==> config.mk <==
export PLATFORM = sky130hd
export DESIGN_NAME = serial_tx_port
export DESIGN_NICKNAME = d
export VERILOG_FILES = /design/src/core/xosc_divider.v /design/src/core/tx_latency_line.v /design/src/core/serial_tx_port.v
export VERILOG_INCLUDE_DIRS = /design/src /design/src/core
export SDC_FILE = /design/constraint.sdc
export NUM_CORES = 1
export LEC_CHECK = 0
export ABC_AREA = 1
export BUFFER_PORTS_ARGS = -buffer_cell sky130_fd_sc_hd__buf_2
export CORE_AREA = 2 2 130 132
export CTS_CLUSTER_SIZE = 28
export DETAILED_ROUTE_END_ITERATION = 8
export DIE_AREA = 0 0 132 134
export GPL_TIMING_DRIVEN = 1
export HOLD_SLACK_MARGIN = 0.02
export PLACE_DENSITY = 0.64
export SLEW_MARGIN = 40
export SYNTH_ARGS = -nofsm -noshare
export SYNTH_HDL_FRONTEND = slang
export SYNTH_SLANG_ARGS = --single-unit
export TNS_END_PERCENT = 10
==> constraint.sdc <==
create_clock -name REF_CLK -period 5.6 [get_ports REF_CLK]
set_input_delay 1.12 -clock REF_CLK [delete_from_list [all_inputs] [get_ports REF_CLK]]
set_output_delay 1.12 -clock REF_CLK [all_outputs]
set_load 0.02 [all_outputs]
==> src/core/serial_tx_regs.vh <==
// Register offsets, field positions, reset values and timing counts of the serial transmit port.
`ifndef SERIAL_TX_REGS_VH
`define SERIAL_TX_REGS_VH
`define ADDR_PIN0_SEL 8'h00
`define ADDR_PIN2_SEL 8'h04
`define ADDR_PKT_CTRL0 8'h08
`define ADDR_MODEM_CFG2 8'h0C
`define ADDR_MODEM_CFG3 8'h10
`define ADDR_RATE 8'h14
`define ADDR_SYNC_WORD 8'h18
`define ADDR_COMMAND 8'h1C
`define ADDR_STATUS 8'h20
`define SEL_INV_BIT 6
`define CMD_TX_BIT 0
`define CMD_IDLE_BIT 1
`define MANCHESTER_BIT 3
`define RST_PIN0_SEL 7'h3F
`define RST_PIN2_SEL 7'h2E
`define RST_FORMAT 2'h0
`define RST_SYNC_MODE 3'h0
`define RST_RATE 16'h0063
`define RST_SYNC_WORD 16'hA5C3
`define FMT_SYNC 2'h1
`define FMT_ASYNC 2'h3
`define CODE_SERIAL_CLK 6'h0B
`define CODE_DRIVE_EN_N 6'h2D
`define CODE_HIGH_Z 6'h2E
`define CODE_CONST_LOW 6'h2F
`define CODE_DIV_FIRST 6'h30
`define OVERSAMPLE 4'h8
`define LATENCY_BITS 8
`define PREAMBLE_BITS 6'h20
`define HEADER_BITS 6'h30
`endif

==> src/core/xosc_divider.v <==
// Divided crystal clock generator for the general pins.
`timescale 1ns/1ps
module xosc_divider (
	// Clock, reset and freeze.
	input wire clk,
	input wire rst,
	input wire ce,
	// Selection.
	input wire enable,
	input wire [3:0] code,
	// Divided clock.
	output reg clk_q
);
	reg [8:0] cnt_q;
	wire [8:0] period;
	wire [8:0] cnt_d;

	// The crystal clock runs at half the reference rate, so /1.5 is a whole count of three.
	function [8:0] period_of;
		input [3:0] c;
		begin
			case (c)
				4'h0: period_of = 9'h002;
				4'h1: period_of = 9'h003;
				4'h2: period_of = 9'h004;
				4'h3: period_of = 9'h006;
				4'h4: period_of = 9'h008;
				4'h5: period_of = 9'h00C;
				4'h6: period_of = 9'h010;
				4'h7: period_of = 9'h018;
				4'h8: period_of = 9'h020;
				4'h9: period_of = 9'h030;
				4'hA: period_of = 9'h040;
				4'hB: period_of = 9'h060;
				4'hC: period_of = 9'h080;
				4'hD: period_of = 9'h0C0;
				4'hE: period_of = 9'h100;
				default: period_of = 9'h180;
			endcase
		end
	endfunction

	assign period = period_of(code);
	assign cnt_d = (cnt_q >= period - 9'h001) ? 9'h000 : cnt_q + 9'h001;

	always @(posedge clk or posedge rst) begin
		if (rst) begin
			cnt_q <= 9'h000;
			clk_q <= 1'b0;
		end else if (ce) begin
			if (!enable) begin
				cnt_q <= 9'h000;
				clk_q <= 1'b0;
			end else begin
				cnt_q <= cnt_d;
				clk_q <= (cnt_d < ((period + 9'h001) >> 1));
			end
		end
	end
endmodule

==> src/core/tx_latency_line.v <==
// Fixed bit delay line between the data input and the transmitted stream.
`timescale 1ns/1ps
module tx_latency_line #(
	parameter DEPTH = 8
) (
	// Clock, reset and freeze.
	input wire clk,
	input wire rst,
	input wire ce,
	// Bit stream.
	input wire shift,
	input wire din,
	output wire dout
);
	reg [DEPTH-1:0] line_q;

	assign dout = line_q[DEPTH-1];

	always @(posedge clk or posedge rst) begin
		if (rst) begin
			line_q <= {DEPTH{1'b0}};
		end else if (ce && shift) begin
			line_q <= {line_q[DEPTH-2:0], din};
		end
	end
endmodule

==> src/core/serial_tx_port.v <==
// Serial transmit data port with general pin function select and AHB-Lite registers.
`timescale 1ns/1ps
`include "serial_tx_regs.vh"
module serial_tx_port (
	// Clock, reset and freeze.
	input wire REF_CLK,
	input wire RESET,
	input wire CE,
	// AHB-Lite slave.
	input wire HSEL,
	input wire [31:0] HADDR,
	input wire [1:0] HTRANS,
	input wire HWRITE,
	input wire [2:0] HSIZE,
	input wire [31:0] HWDATA,
	input wire HREADY,
	output reg [31:0] HRDATA,
	output reg HREADYOUT,
	output reg HRESP,
	// General pins.
	input wire FIRST_PIN_IN,
	output reg FIRST_PIN_OUT,
	output reg FIRST_PIN_OE,
	output reg SECOND_PIN_OUT,
	output reg SECOND_PIN_OE,
	// Stream towards the modulator.
	output reg TX_ACTIVE,
	output reg TX_DATA,
	output reg TX_DATA_VALID
);
	reg [6:0] pin0_sel_q;
	reg [6:0] pin2_sel_q;
	reg [1:0] frame_format_q;
	reg manchester_q;
	reg [2:0] sync_mode_q;
	reg [15:0] rate_q;
	reg [15:0] sync_word_q;
	reg wr_pend_q;
	reg rd_pend_q;
	reg [7:0] addr_q;
	reg tx_strobe_q;
	reg idle_strobe_q;
	reg pin_meta_q;
	reg pin_sync_q;
	reg [15:0] ov_cnt_q;
	reg [2:0] sub_q;
	reg [5:0] hdr_cnt_q;
	reg sclk_q;
	reg line_shift_q;
	reg line_din_q;
	wire bus_take;
	wire tick;
	wire is_sync;
	wire is_async;
	wire first_is_input;
	wire pin0_div;
	wire pin2_div;
	wire div_clk;
	wire line_dout;
	wire header_phase;
	wire hdr_bit;
	wire [1:0] drive0;
	wire [1:0] drive2;
	wire both_div;
	wire stream_take;
	wire sclk_d;
	wire [15:0] ov_cnt_d;
	wire [2:0] sub_d;
	wire [5:0] hdr_cnt_d;
	reg [31:0] rdata;

	// Returns {output enable, level} for one pin select code.
	function [1:0] pin_drive;
		input [5:0] code;
		input inv;
		input dclk;
		input sclk;
		input en_n;
		begin
			if (code == `CODE_SERIAL_CLK)
				pin_drive = {1'b1, sclk ^ inv};
			else if (code == `CODE_DRIVE_EN_N)
				pin_drive = {1'b1, en_n ^ inv};
			else if (code == `CODE_HIGH_Z)
				pin_drive = 2'h0;
			else if (is_div_code(code))
				pin_drive = {1'b1, dclk ^ inv};
			else
				pin_drive = {1'b1, inv};
		end
	endfunction

	// True for the select codes that route a divided crystal clock.
	function is_div_code;
		input [5:0] code;
		begin
			is_div_code = (code >= `CODE_DIV_FIRST);
		end
	endfunction

	assign bus_take = HSEL && HTRANS[1] && HREADY;
	assign is_sync = (frame_format_q == `FMT_SYNC);
	assign is_async = (frame_format_q == `FMT_ASYNC);
	assign first_is_input = is_async || (is_sync && TX_ACTIVE);
	assign pin0_div = is_div_code(pin0_sel_q[5:0]);
	// The first pin owns the single divider when both ask for it.
	assign pin2_div = is_div_code(pin2_sel_q[5:0]) && !pin0_div;
	assign both_div = pin0_div && is_div_code(pin2_sel_q[5:0]);
	assign tick = (ov_cnt_q == rate_q);

	// Next values of the serial engine counters.
	assign ov_cnt_d = tick ? 16'h0000 : ov_cnt_q + 16'h0001;
	assign sub_d = sub_q + 3'h1;
	assign hdr_cnt_d = hdr_cnt_q + 6'h01;
	// Clock rises mid-bit so data set up on the falling edge has half a bit to settle.
	assign sclk_d = !header_phase && (sub_q >= 3'h3) && (sub_q != 3'h7);
	// The bit leaving the line is taken at the shift itself, which gives exactly eight bit periods.
	// Bits still held in the line when transmission stops stay there and leave first on the next transmit, so nothing leaves while idle.
	assign stream_take = line_shift_q && TX_ACTIVE;
	assign header_phase = (sync_mode_q != 3'h0) && (hdr_cnt_q < `HEADER_BITS);
	assign hdr_bit = (hdr_cnt_q < `PREAMBLE_BITS) ? ~hdr_cnt_q[0] :
		sync_word_q[4'hF - hdr_cnt_q[3:0]];
	assign drive0 = pin_drive(pin0_sel_q[5:0], pin0_sel_q[`SEL_INV_BIT], div_clk & pin0_div,
		sclk_q, ~first_is_input);
	assign drive2 = pin_drive(pin2_sel_q[5:0], pin2_sel_q[`SEL_INV_BIT], div_clk & pin2_div,
		sclk_q, ~first_is_input);

	xosc_divider u_div (
		.clk(REF_CLK),
		.rst(RESET),
		.ce(CE),
		.enable(pin0_div || pin2_div),
		.code(pin0_div ? pin0_sel_q[3:0] : pin2_sel_q[3:0]),
		.clk_q(div_clk)
	);

	tx_latency_line #(
		.DEPTH(`LATENCY_BITS)
	) u_line (
		.clk(REF_CLK),
		.rst(RESET),
		.ce(CE),
		.shift(line_shift_q),
		.din(line_din_q),
		.dout(line_dout)
	);

	always @* begin
		rdata = 32'h00000000;
		case (addr_q)
			`ADDR_PIN0_SEL: rdata[6:0] = pin0_sel_q;
			`ADDR_PIN2_SEL: rdata[6:0] = pin2_sel_q;
			`ADDR_PKT_CTRL0: rdata[1:0] = frame_format_q;
			`ADDR_MODEM_CFG2: rdata[`MANCHESTER_BIT] = manchester_q;
			`ADDR_MODEM_CFG3: rdata[2:0] = sync_mode_q;
			`ADDR_RATE: rdata[15:0] = rate_q;
			`ADDR_SYNC_WORD: rdata[15:0] = sync_word_q;
			`ADDR_STATUS: rdata[6:0] = {pin_sync_q, both_div,
				is_async, header_phase, frame_format_q, TX_ACTIVE};
			default: rdata = 32'h00000000;
		endcase
	end

	// Bus slave: writes finish with no wait, reads take one wait state.
	always @(posedge REF_CLK or posedge RESET) begin
		if (RESET) begin
			HRDATA <= 32'h00000000;
			HREADYOUT <= 1'b1;
			HRESP <= 1'b0;
			wr_pend_q <= 1'b0;
			rd_pend_q <= 1'b0;
			addr_q <= 8'h00;
			pin0_sel_q <= `RST_PIN0_SEL;
			pin2_sel_q <= `RST_PIN2_SEL;
			frame_format_q <= `RST_FORMAT;
			manchester_q <= 1'b0;
			sync_mode_q <= `RST_SYNC_MODE;
			rate_q <= `RST_RATE;
			sync_word_q <= `RST_SYNC_WORD;
			tx_strobe_q <= 1'b0;
			idle_strobe_q <= 1'b0;
		end else begin
			// A strobe waits out a frozen cycle so that the engine never misses it.
			if (CE) begin
				tx_strobe_q <= 1'b0;
				idle_strobe_q <= 1'b0;
			end
			HRESP <= 1'b0;
			if (HREADYOUT) begin
				wr_pend_q <= bus_take && HWRITE;
				rd_pend_q <= bus_take && !HWRITE;
				if (bus_take) begin
					addr_q <= HADDR[7:0];
				end
				if (bus_take && !HWRITE) begin
					HREADYOUT <= 1'b0;
				end
			end else begin
				HRDATA <= rdata;
				HREADYOUT <= 1'b1;
				rd_pend_q <= 1'b0;
			end
			// Writes to the status word or to unmapped words change nothing.
			if (wr_pend_q) begin
				case (addr_q)
					`ADDR_PIN0_SEL: pin0_sel_q <= HWDATA[6:0];
					`ADDR_PIN2_SEL: pin2_sel_q <= HWDATA[6:0];
					`ADDR_PKT_CTRL0: frame_format_q <= HWDATA[1:0];
					`ADDR_MODEM_CFG2: manchester_q <= HWDATA[`MANCHESTER_BIT];
					`ADDR_MODEM_CFG3: sync_mode_q <= HWDATA[2:0];
					`ADDR_RATE: rate_q <= HWDATA[15:0];
					`ADDR_SYNC_WORD: sync_word_q <= HWDATA[15:0];
					`ADDR_COMMAND: begin
						tx_strobe_q <= HWDATA[`CMD_TX_BIT];
						idle_strobe_q <= HWDATA[`CMD_IDLE_BIT];
					end
					default: ;
				endcase
			end
		end
	end

	// Serial engine and pin drivers; everything here holds while CE is low.
	always @(posedge REF_CLK or posedge RESET) begin
		if (RESET) begin
			pin_meta_q <= 1'b0;
			pin_sync_q <= 1'b0;
			ov_cnt_q <= 16'h0000;
			sub_q <= 3'h0;
			hdr_cnt_q <= 6'h00;
			sclk_q <= 1'b0;
			line_shift_q <= 1'b0;
			line_din_q <= 1'b0;
			TX_ACTIVE <= 1'b0;
			TX_DATA <= 1'b0;
			TX_DATA_VALID <= 1'b0;
			FIRST_PIN_OUT <= 1'b0;
			FIRST_PIN_OE <= 1'b0;
			SECOND_PIN_OUT <= 1'b0;
			SECOND_PIN_OE <= 1'b0;
		end else if (CE) begin
			pin_meta_q <= FIRST_PIN_IN;
			pin_sync_q <= pin_meta_q;
			line_shift_q <= 1'b0;
			TX_DATA_VALID <= 1'b0;
			// Idle wins over a transmit strobe written in the same word.
			if (idle_strobe_q) begin
				TX_ACTIVE <= 1'b0;
			end else if (tx_strobe_q) begin
				TX_ACTIVE <= 1'b1;
			end
			if (!TX_ACTIVE || tx_strobe_q) begin
				ov_cnt_q <= 16'h0000;
				sub_q <= 3'h0;
				hdr_cnt_q <= 6'h00;
				sclk_q <= 1'b0;
			end else begin
				ov_cnt_q <= ov_cnt_d;
				if (tick) begin
					sub_q <= sub_d;
					if (is_async) begin
						TX_DATA <= pin_sync_q;
						TX_DATA_VALID <= 1'b1;
					end else if (is_sync) begin
						sclk_q <= sclk_d;
						if (sub_q == 3'h3) begin
							line_shift_q <= 1'b1;
							line_din_q <= header_phase ? hdr_bit : pin_sync_q;
							if (header_phase) begin
								hdr_cnt_q <= hdr_cnt_d;
							end
						end
					end
				end
			end
			if (stream_take) begin
				TX_DATA <= line_dout;
				TX_DATA_VALID <= 1'b1;
			end
			FIRST_PIN_OE <= drive0[1] && !first_is_input;
			FIRST_PIN_OUT <= drive0[0] && !first_is_input;
			SECOND_PIN_OE <= drive2[1];
			SECOND_PIN_OUT <= drive2[0];
		end
	end
endmodule

==> results of run 1 <==
flip-flops by register name, summed over array words and instances (netlist names), 2 cells and up:
name	flops
rate_q	16
sync_mode_q	3
ov_cnt_q	16
HRDATA	16
u_div.cnt_q	9
pin0_sel_q	7
hdr_cnt_q	6
addr_q	8
sync_word_q	16
sub_q	3
u_line.line_q	8
pin2_sel_q	7
frame_format_q	2
worst paths after layout:
path,start,to,slack (ps),cells after the start
setup reg to reg,pin0_sel_q[4]$_DFFE_PP1P_,u_div.clk_q$_DFFE_PP0P_,1480,25
min in group asynchronous,RESET,TX_DATA_VALID$_DFFE_PP0P_,830,2
hold reg to reg,HRDATA[11]$_DFFE_PP0N_,HRDATA[11]$_DFFE_PP0N_,470,2
max in group asynchronous,RESET,HREADYOUT$_DFF_PP1_,3860,3
setup / recovery,pin0_sel_q[4]$_DFFE_PP1P_,u_div.clk_q$_DFFE_PP0P_,1480,25
hold / removal,HRDATA[11]$_DFFE_PP0N_,HRDATA[11]$_DFFE_PP0N_,470,2
synthesized netlist by cell type:
master     count
nor3_2         2
nor4_1         2
a22o_1         1
nor2_2         4
a21oi_1       38
nor2_4         3
o21ai_1        4
nor2_1        63
a211oi_1       4
o2111ai_1      2
buf_4         17
xor2_1        14
o21a_1         1
buf_6          2
buf_1          2
a41oi_1        2
xnor2_1       16
o22ai_1       13
dfrtp_1      112
nand3b_1       1
o211ai_1       2
nand4_1       11
o21ai_2        4
nor3_1        17
a31oi_1        8
a21o_1         1
a21boi_0       1
nand3_2        2
dfstp_2       23
mux2_2         9
ha_1          24
o31ai_1        3
nor3b_1        1
nand3_1       48
buf_2          8
conb_1         1
inv_1        114
clkbuf_1      12
o221ai_1       2
o31a_2         1
a221oi_1       1
inv_2          8
nand2_2       11
nand2_1      228
o21ai_0       94
critical path: cells and delay by family, from the launching register on:
kind	cells	cell delay, ps
XOR/XNOR	1	210
buffers and inverters	3	290
AND/OR/NAND/NOR	13	1360
adder cells (fa/ha/maj)	3	770
AO/OA/AOI/OAI	5	860
flip-flops	1	590
kinds of logic after synthesis:
family	share of synthesized area
mux	0.0136
flops	0.456
xor+xnor	0.0352
fa+ha+maj	0.0402
buf+inv	0.0937
compound gates	0.136
simple gates	0.225
other cells	0.000502
stage by stage:
| stage | instances | total power, mW | worst slack (ps) | cell area (sq um) |
|---|---|---|---|---|
| final | 1222 | 3.17 | 1480 | 8410 |
| after global routing | 1222 | 3.39 | 1170 | 8410 |
| after CTS | 1222 | 3.19 | 1450 | 8410 |
| after detailed placement | 1190 | 2.16 | 1470 | 7870 |
| after global placement | 1190 | 2.14 | 1530 | 7870 |
| after floorplan | 953 | 1.94 | 907 | 7530 |
routing by layer:
layer  vias to the layer above  GRT usage
met5                         -          0
met3                        29     0.0503
li1                       3131          -
met2                       186      0.326
met1                      2932      0.294
met4                         0     0.0713
final cells by class:
type / instances / area, sq um / area share
well taps: 220 / 275 / 0.0327
clock buffers: 18 / 439 / 0.0522
repair buffers: 58 / 298 / 0.0354
flip-flops and latches: 135 / 3410 / 0.405
multi-input cells: 655 / 3430 / 0.407
clock inverters: 14 / 100 / 0.0119
inverters: 122 / 465 / 0.0553
report_power, final:
part,internal (mW),switching [mW]
clock network,0.577,0.443
logic,0.331,0.595
registers,1.10,0.119
total,2.01,1.16
==> load_flow_metrics.sql, run 1 <==
INSERT INTO impl_metrics (metric_group, metric, value, unit) VALUES
('sta', 'final.period_utilization', '0.736', ''),
('pwr', 'cellPowerDensity', '377', 'mW/mm^2'),
('route', 'drt_wl_total', '17900', 'um'),
('pwr', 'power.ir.vdd_worst', '0.000233', 'V'),
('finish', 'area.growth.synth_to_final', '12.5', '%'),
('clock_network', 'post_cts_resize_count', '0', ''),
('logic_synthesis', 'synthesized_cell_area', '0.00747', 'sq mm'),
('route', 'metal_1_wl', '8510', 'um'),
('worst_setup_path', 'worst-endpoint-arrival', '4480', 'ps'),
('die', 'core-area', '0.0163', 'sq mm'),
('sta', 'final-setup-viol-count', '0', ''),
('worst_setup_path', 'critical_path.most_common_cell', 'nand2_1', ''),
('route', 'drt_pre_antenna_iters', '5', ''),
('route', 'detailroute.wirelength.met3', '1070', 'um'),
('finish', 'commonest_cells_after_routing_fill_and_taps_aside', '228 x nand2_1, 113 x inv_1, 112 x dfrtp_1', ''),
('place', 'dp_hpwl', '13100', 'um'),
('global_route', 'all_layer_gr_usage', '0.211', ''),
('clock_network', 'cts_max_level', '4', ''),
('finish', 'nets', '1089', ''),
('finish', 'n_fill_cell', '1605', ''),
('sta', 'final_critical_path_time_including_i_o_delays_and_setup', '4120', 'ps'),
('die', 'die_h', '134', 'um'),
('worst_setup_path', 'crit_path_max_fanout', '11', ''),
('global_route', 'via_count_of_the_first_global_routing_pass', '5886', ''),
('die', 'die_area', '0.0177', 'sq mm'),
('logic_synthesis', 'synthTopCellsByArea', 'dfrtp_1 37%, nand2_1 11%, dfstp_2 8.1%', ''),
('clock_network', 'clk_root_buffer_cell', 'clkbuf_16', ''),
('global_route', 'first_pass_grt_wire_length', '29500', 'um'),
('worst_setup_path', 'crit_type', 'reg -> reg', ''),
('worst_setup_path', 'startpoint_type', 'flop', ''),
('sta', 'max-slew-margin-rel', '0.514', ''),
('status', 'status', 'complete, no violations', ''),
('route', 'routed_via_density', '5.14', ''),
('clock_network', 'clkSlewWorstSetupHoldPaths', '60', 'ps'),
('sta', 'max_clock_freq', '243', 'MHz'),
('run', 'drv_cap', '0', ''),
('sta', 'setup_repair_after_global_routing_missed_its_margin', 'no', ''),
('route', 'routed-via-count', '6278', ''),
('logic_synthesis', 'postSynthCellCount', '937', ''),
('clock_network', 'numClockSinks', '135', ''),
('logic_synthesis', 'synth.avg_cell_area', '7.98', 'sq um'),
('route', 'wl_per_cell', '14.7', 'um'),
('worst_setup_path', 'critical_path.max_stage_delay', '590', 'ps'),
('die', 'pin_count', '117', ''),
('logic_synthesis', 'yosys.area.top_type', 'dfrtp_1', ''),
('logic_synthesis', 'yosysTopAreaCellShare', '0.375', ''),
('worst_setup_path', 'timing.critical_path.required', '5960', 'ps'),
('route', 'met2WireLength', '8000', 'um'),
('sta', 'count_of_endpoints_failing_hold_in_the_final_timing_report', '0', ''),
('pwr', 'p_leak', '4.19', 'nW'),
('clock_network', 'clockBufferDepth', '2', ''),
('route', 'routed.top_layer', 'met4', ''),
('logic_synthesis', 'synth-warning-count', '0', ''),
('place', 'gp_congestion', '0.911', ''),
('sta', 'whs', '471', 'ps'),
('place', 'count_of_input_and_output_buffers', '55', ''),
('clock_network', 'tritoncts', 'yes', ''),
('finish', 'commonest_non_fill_non_tap_cell_in_the_layout', 'nand2_1', ''),
('clock_network', 'cts_made_buffers', '17', ''),
('finish', 'core_util_final', '0.516', ''),
('sta', 'clock_skew', '7.74', 'ps'),
('logic_synthesis', 'synth.yosys.seq_area_share', '0.456', ''),
('hold_path', 'hp-class', 'reg -> reg', ''),
('sta', 'max_slew.worst_pin.slew', '723', 'ps'),
('sta', 'slew_violations', '0', ''),
('sta', 'totalNegativeSetupSlack', '0', 'ps'),
('route', 'drt_first_iter_violations', '517', ''),
('die', 'initial_core_util', '0.459', ''),
('finish', 'layout-drive-gt1-share', '0.158', ''),
('worst_setup_path', 'cp_max_delay_cell', 'dfstp_2', ''),
('die', 'die_width', '132', 'um'),
('global_route', 'grt_start_max_net_pins', '107', ''),
('logic_synthesis', 'number_of_distinct_library_cells_after_synthesis', '45', ''),
('clock_network', 'postCtsHoldBufs', '0', ''),
('clock_network', 'worstSkewPairLatency', '430', 'ps'),
('logic_synthesis', 'ys_seq_elements', '135', ''),
('global_route', 'number_of_antenna_violations_at_the_first_check_in_global_routing', '0', ''),
('global_route', 'global_route.overflow_total', '0', ''),
('route', 'remaining_drc_errors', '0', ''),
('route', 'antenna_violating_nets_post_route', '0', ''),
('worst_setup_path', 'timing.critical_path.to_type', 'flop', ''),
('clock_network', 'post_cts.repair.setup_buffers', '0', ''),
('finish', 'insertedDiodeCount', '0', ''),
('die', 'fp-row-count', '47', '');
No activity file was read; power rests on OpenSTA's default activity.
==> inputs of run 2 (changes only) <==
--- a/config.mk
+++ b/config.mk
@@ -14,7 +14,7 @@
 export DIE_AREA = 0 0 132 134
 export GPL_TIMING_DRIVEN = 1
 export HOLD_SLACK_MARGIN = 0.02
-export PLACE_DENSITY = 0.64
+export PLACE_DENSITY = 0.66
 export SLEW_MARGIN = 40
 export SYNTH_ARGS = -nofsm -noshare
 export SYNTH_HDL_FRONTEND = slang
==> constraint.sdc (replaced) <==
create_clock -name REF_CLK -period 3.5 [get_ports REF_CLK]
set_input_delay 0.7 -clock REF_CLK [delete_from_list [all_inputs] [get_ports REF_CLK]]
set_output_delay 0.7 -clock REF_CLK [all_outputs]
set_load 0.02 [all_outputs]
==> run 2 against run 1 <==
  * The flow now finishes with violations (setup timing)
  * Hold slack lost 220 ps
  * Largest power group is now combinational cells
  * Non-clock buffer count grew 51
  * Routed wire length grew 4.9%
==> load_flow_metrics.sql, run 2 (synthesized netlist as in run 1, its figures left out) <==
INSERT INTO impl_metrics (metric_group, metric, value, unit) VALUES
('hold_path', 'hp-class', 'in -> async', ''),
('sta', 'final_critical_path_time_including_i_o_delays_and_setup', '3920', 'ps'),
('status', 'status', 'finished with violations', ''),
('finish', 'nets', '1141', ''),
('route', 'metal_1_wl', '8790', 'um'),
('status', 'violations_in_the_final_reports', 'setup timing', ''),
('route', 'met2WireLength', '8670', 'um'),
('global_route', 'global_route.overflow_total', '0', ''),
('die', 'fp-row-count', '47', ''),
('worst_setup_path', 'critical_path.max_stage_delay', '630', 'ps'),
('global_route', 'number_of_antenna_violations_at_the_first_check_in_global_routing', '0', ''),
('place', 'count_of_input_and_output_buffers', '55', ''),
('route', 'routed.top_layer', 'met4', ''),
('worst_setup_path', 'timing.critical_path.required', '3860', 'ps'),
('die', 'die_width', '132', 'um'),
('pwr', 'net-switching-power', '2.06', 'mW'),
('finish', 'commonest_non_fill_non_tap_cell_in_the_layout', 'nand2_1', ''),
('finish', 'insertedDiodeCount', '0', ''),
('finish', 'postLayoutCellArea', '0.00905', 'sq mm'),
('route', 'remaining_drc_errors', '0', ''),
('die', 'initial_core_util', '0.459', ''),
('die', 'core-area', '0.0163', 'sq mm'),
('worst_setup_path', 'crit_path_max_fanout', '5', ''),
('route', 'antenna_violating_nets_post_route', '0', ''),
('sta', 'max_slew.worst_pin.slew', '769', 'ps'),
('route', 'wl_per_cell', '14.8', 'um'),
('worst_setup_path', 'timing.critical_path.to_type', 'flop', ''),
('pwr', 'swShare', '0.357', ''),
('clock_network', 'worstSkewPairLatency', '430', 'ps'),
('sta', 'final-setup-viol-count', '1', ''),
('clock_network', 'clkSlewWorstSetupHoldPaths', '60', 'ps'),
('run', 'drv_cap', '0', ''),
('place', 'gp_congestion', '0.914', ''),
('route', 'drt_pre_antenna_iters', '5', ''),
('sta', 'max_clock_freq', '255', 'MHz'),
('route', 'routed-via-count', '6509', ''),
('place', 'preCtsSetupSlack', '-373', 'ps'),
('place', 'place_area', '0.00828', 'sq mm'),
('global_route', 'via_count_of_the_first_global_routing_pass', '6223', ''),
('global_route', 'first_pass_grt_wire_length', '30800', 'um'),
('pwr', 'power.share.combinational', '0.346', ''),
('worst_setup_path', 'crit_type', 'reg -> reg', ''),
('sta', 'max-slew-margin-rel', '0.483', ''),
('die', 'pin_count', '117', ''),
('worst_setup_path', 'worst-endpoint-arrival', '4280', 'ps'),
('pwr', 'p_leak', '4.50', 'nW'),
('pwr', 'power.internal', '3.71', 'mW'),
('place', 'dp_hpwl', '13600', 'um'),
('worst_setup_path', 'cp_max_delay_cell', 'dfstp_2', ''),
('die', 'die_area', '0.0177', 'sq mm'),
('clock_network', 'tritoncts', 'yes', ''),
('finish', 'core_util_final', '0.556', ''),
('worst_setup_path', 'startpoint_type', 'flop', ''),
('sta', 'final.period_utilization', '1.12', ''),
('sta', 'clock_skew', '6.43', 'ps'),
('sta', 'count_of_endpoints_failing_hold_in_the_final_timing_report', '0', ''),
('finish', 'area.growth.synth_to_final', '21.1', '%'),
('pwr', 'proportion_of_power_drawn_by_the_clock_network', '0.316', ''),
('sta', 'timing.final.ws_setup', '-421', 'ps'),
('sta', 'totalNegativeSetupSlack', '-421', 'ps'),
('pwr', 'cellPowerDensity', '637', 'mW/mm^2'),
('pwr', 'sequentialPowerShare', '0.338', ''),
('clock_network', 'cts_max_level', '4', ''),
('clock_network', 'clk_root_buffer_cell', 'clkbuf_16', ''),
('route', 'drt_wl_total', '18800', 'um'),
('route', 'detailroute.wirelength.met3', '1010', 'um'),
('sta', 'slew_violations', '0', ''),
('clock_network', 'postCtsHoldBufs', '0', ''),
('global_route', 'all_layer_gr_usage', '0.219', ''),
('route', 'drt_first_iter_violations', '446', ''),
('die', 'die_h', '134', 'um'),
('global_route', 'grt_start_max_net_pins', '42', ''),
('clock_network', 'clockBufferDepth', '2', ''),
('route', 'routed_via_density', '5.11', ''),
('sta', 'setup_repair_after_global_routing_missed_its_margin', 'yes', ''),
('finish', 'commonest_cells_after_routing_fill_and_taps_aside', '224 x nand2_1, 112 x dfrtp_1, 109 x inv_1', ''),
('clock_network', 'cts_made_buffers', '17', ''),
('pwr', 'power.ir.vdd_worst', '0.000370', 'V'),
('clock_network', 'numClockSinks', '135', ''),
('finish', 'layout-drive-gt1-share', '0.219', ''),
('worst_setup_path', 'critical_path.most_common_cell', 'nand2_1', '');
run 2: cell type report:
type | count | area [sq um]
Multi-Input combinational cell | 656 | 3590
Sequential cell | 135 | 3410
Inverter | 122 | 462
Fill cell | 1540 | 7240
Clock inverter | 13 | 159
Timing Repair Buffer | 109 | 718
Clock buffer | 19 | 443
Tap cell | 220 | 275
run 2: critical path, delay by kind of cell (launching register included):
kind	cells	cell delay [ps]
buffers and inverters	3	280
XOR/XNOR	1	160
adder cells (fa/ha/maj)	3	730
AO/OA/AOI/OAI	5	780
flip-flops	1	630
AND/OR/NAND/NOR	15	1260
run 2: repair_timing:
action	CTS	global route
endpoints found under the setup margin	1	1
pin swaps	0	22
resized for setup	4	29
buffers inserted	0	1
cloned	0	1
run 2: worst paths after layout:
kind / startpoint / end / slack, ps / depth (start not counted)
worst max register to register: pin0_sel_q[5]$_DFFE_PP1P_ / u_div.clk_q$_DFFE_PP0P_ / -420 / 27
worst min-delay path: RESET / u_line.line_q[5]$_DFFE_PP0P_ / 250 / 2
min in group REF_CLK: HADDR[0] / addr_q[0]$_DFFE_PP0P_ / 470 / 3
max in group asynchronous: RESET / sync_word_q[1]$_DFFE_PP1P_ / 2420 / 4
worst min register to register: TX_DATA_VALID$_DFFE_PP0P_ / TX_DATA_VALID$_DFFE_PP0P_ / 480 / 2
worst max-delay path: pin0_sel_q[5]$_DFFE_PP1P_ / u_div.clk_q$_DFFE_PP0P_ / -420 / 27
run 2: layer usage:
metal / vias to the layer above / track usage
li1: 3246 / -
met1: 3033 / 0.301
met2: 203 / 0.350
met3: 27 / 0.0442
met4: 0 / 0.0719
met5: - / 0
run 2: power by group through the flow:
stage | logic, mW | registers [mW] | clock network, mW
floorplan | 1.13 | 1.97 | 0
global placement | 1.70 | 1.96 | 0
detailed placement | 1.74 | 1.96 | 0
CTS | 1.76 | 1.94 | 1.86
global route | 2.24 | 1.97 | 1.93
finish | 1.99 | 1.95 | 1.82
run 2: metrics by stage:
| stage | total power, mW | hold slack (ps) | instances |
|---|---|---|---|
| 6_report | 5.77 | 252 | 1274 |
| 3_5_place_dp | 3.70 | 461 | 1240 |
| 3_3_place_gp | 3.66 | 461 | 1239 |
| 2_1_floorplan | 3.10 | 442 | 953 |
| 5_1_grt | 6.14 | 273 | 1274 |
| 4_1_cts | 5.55 | 254 | 1272 |
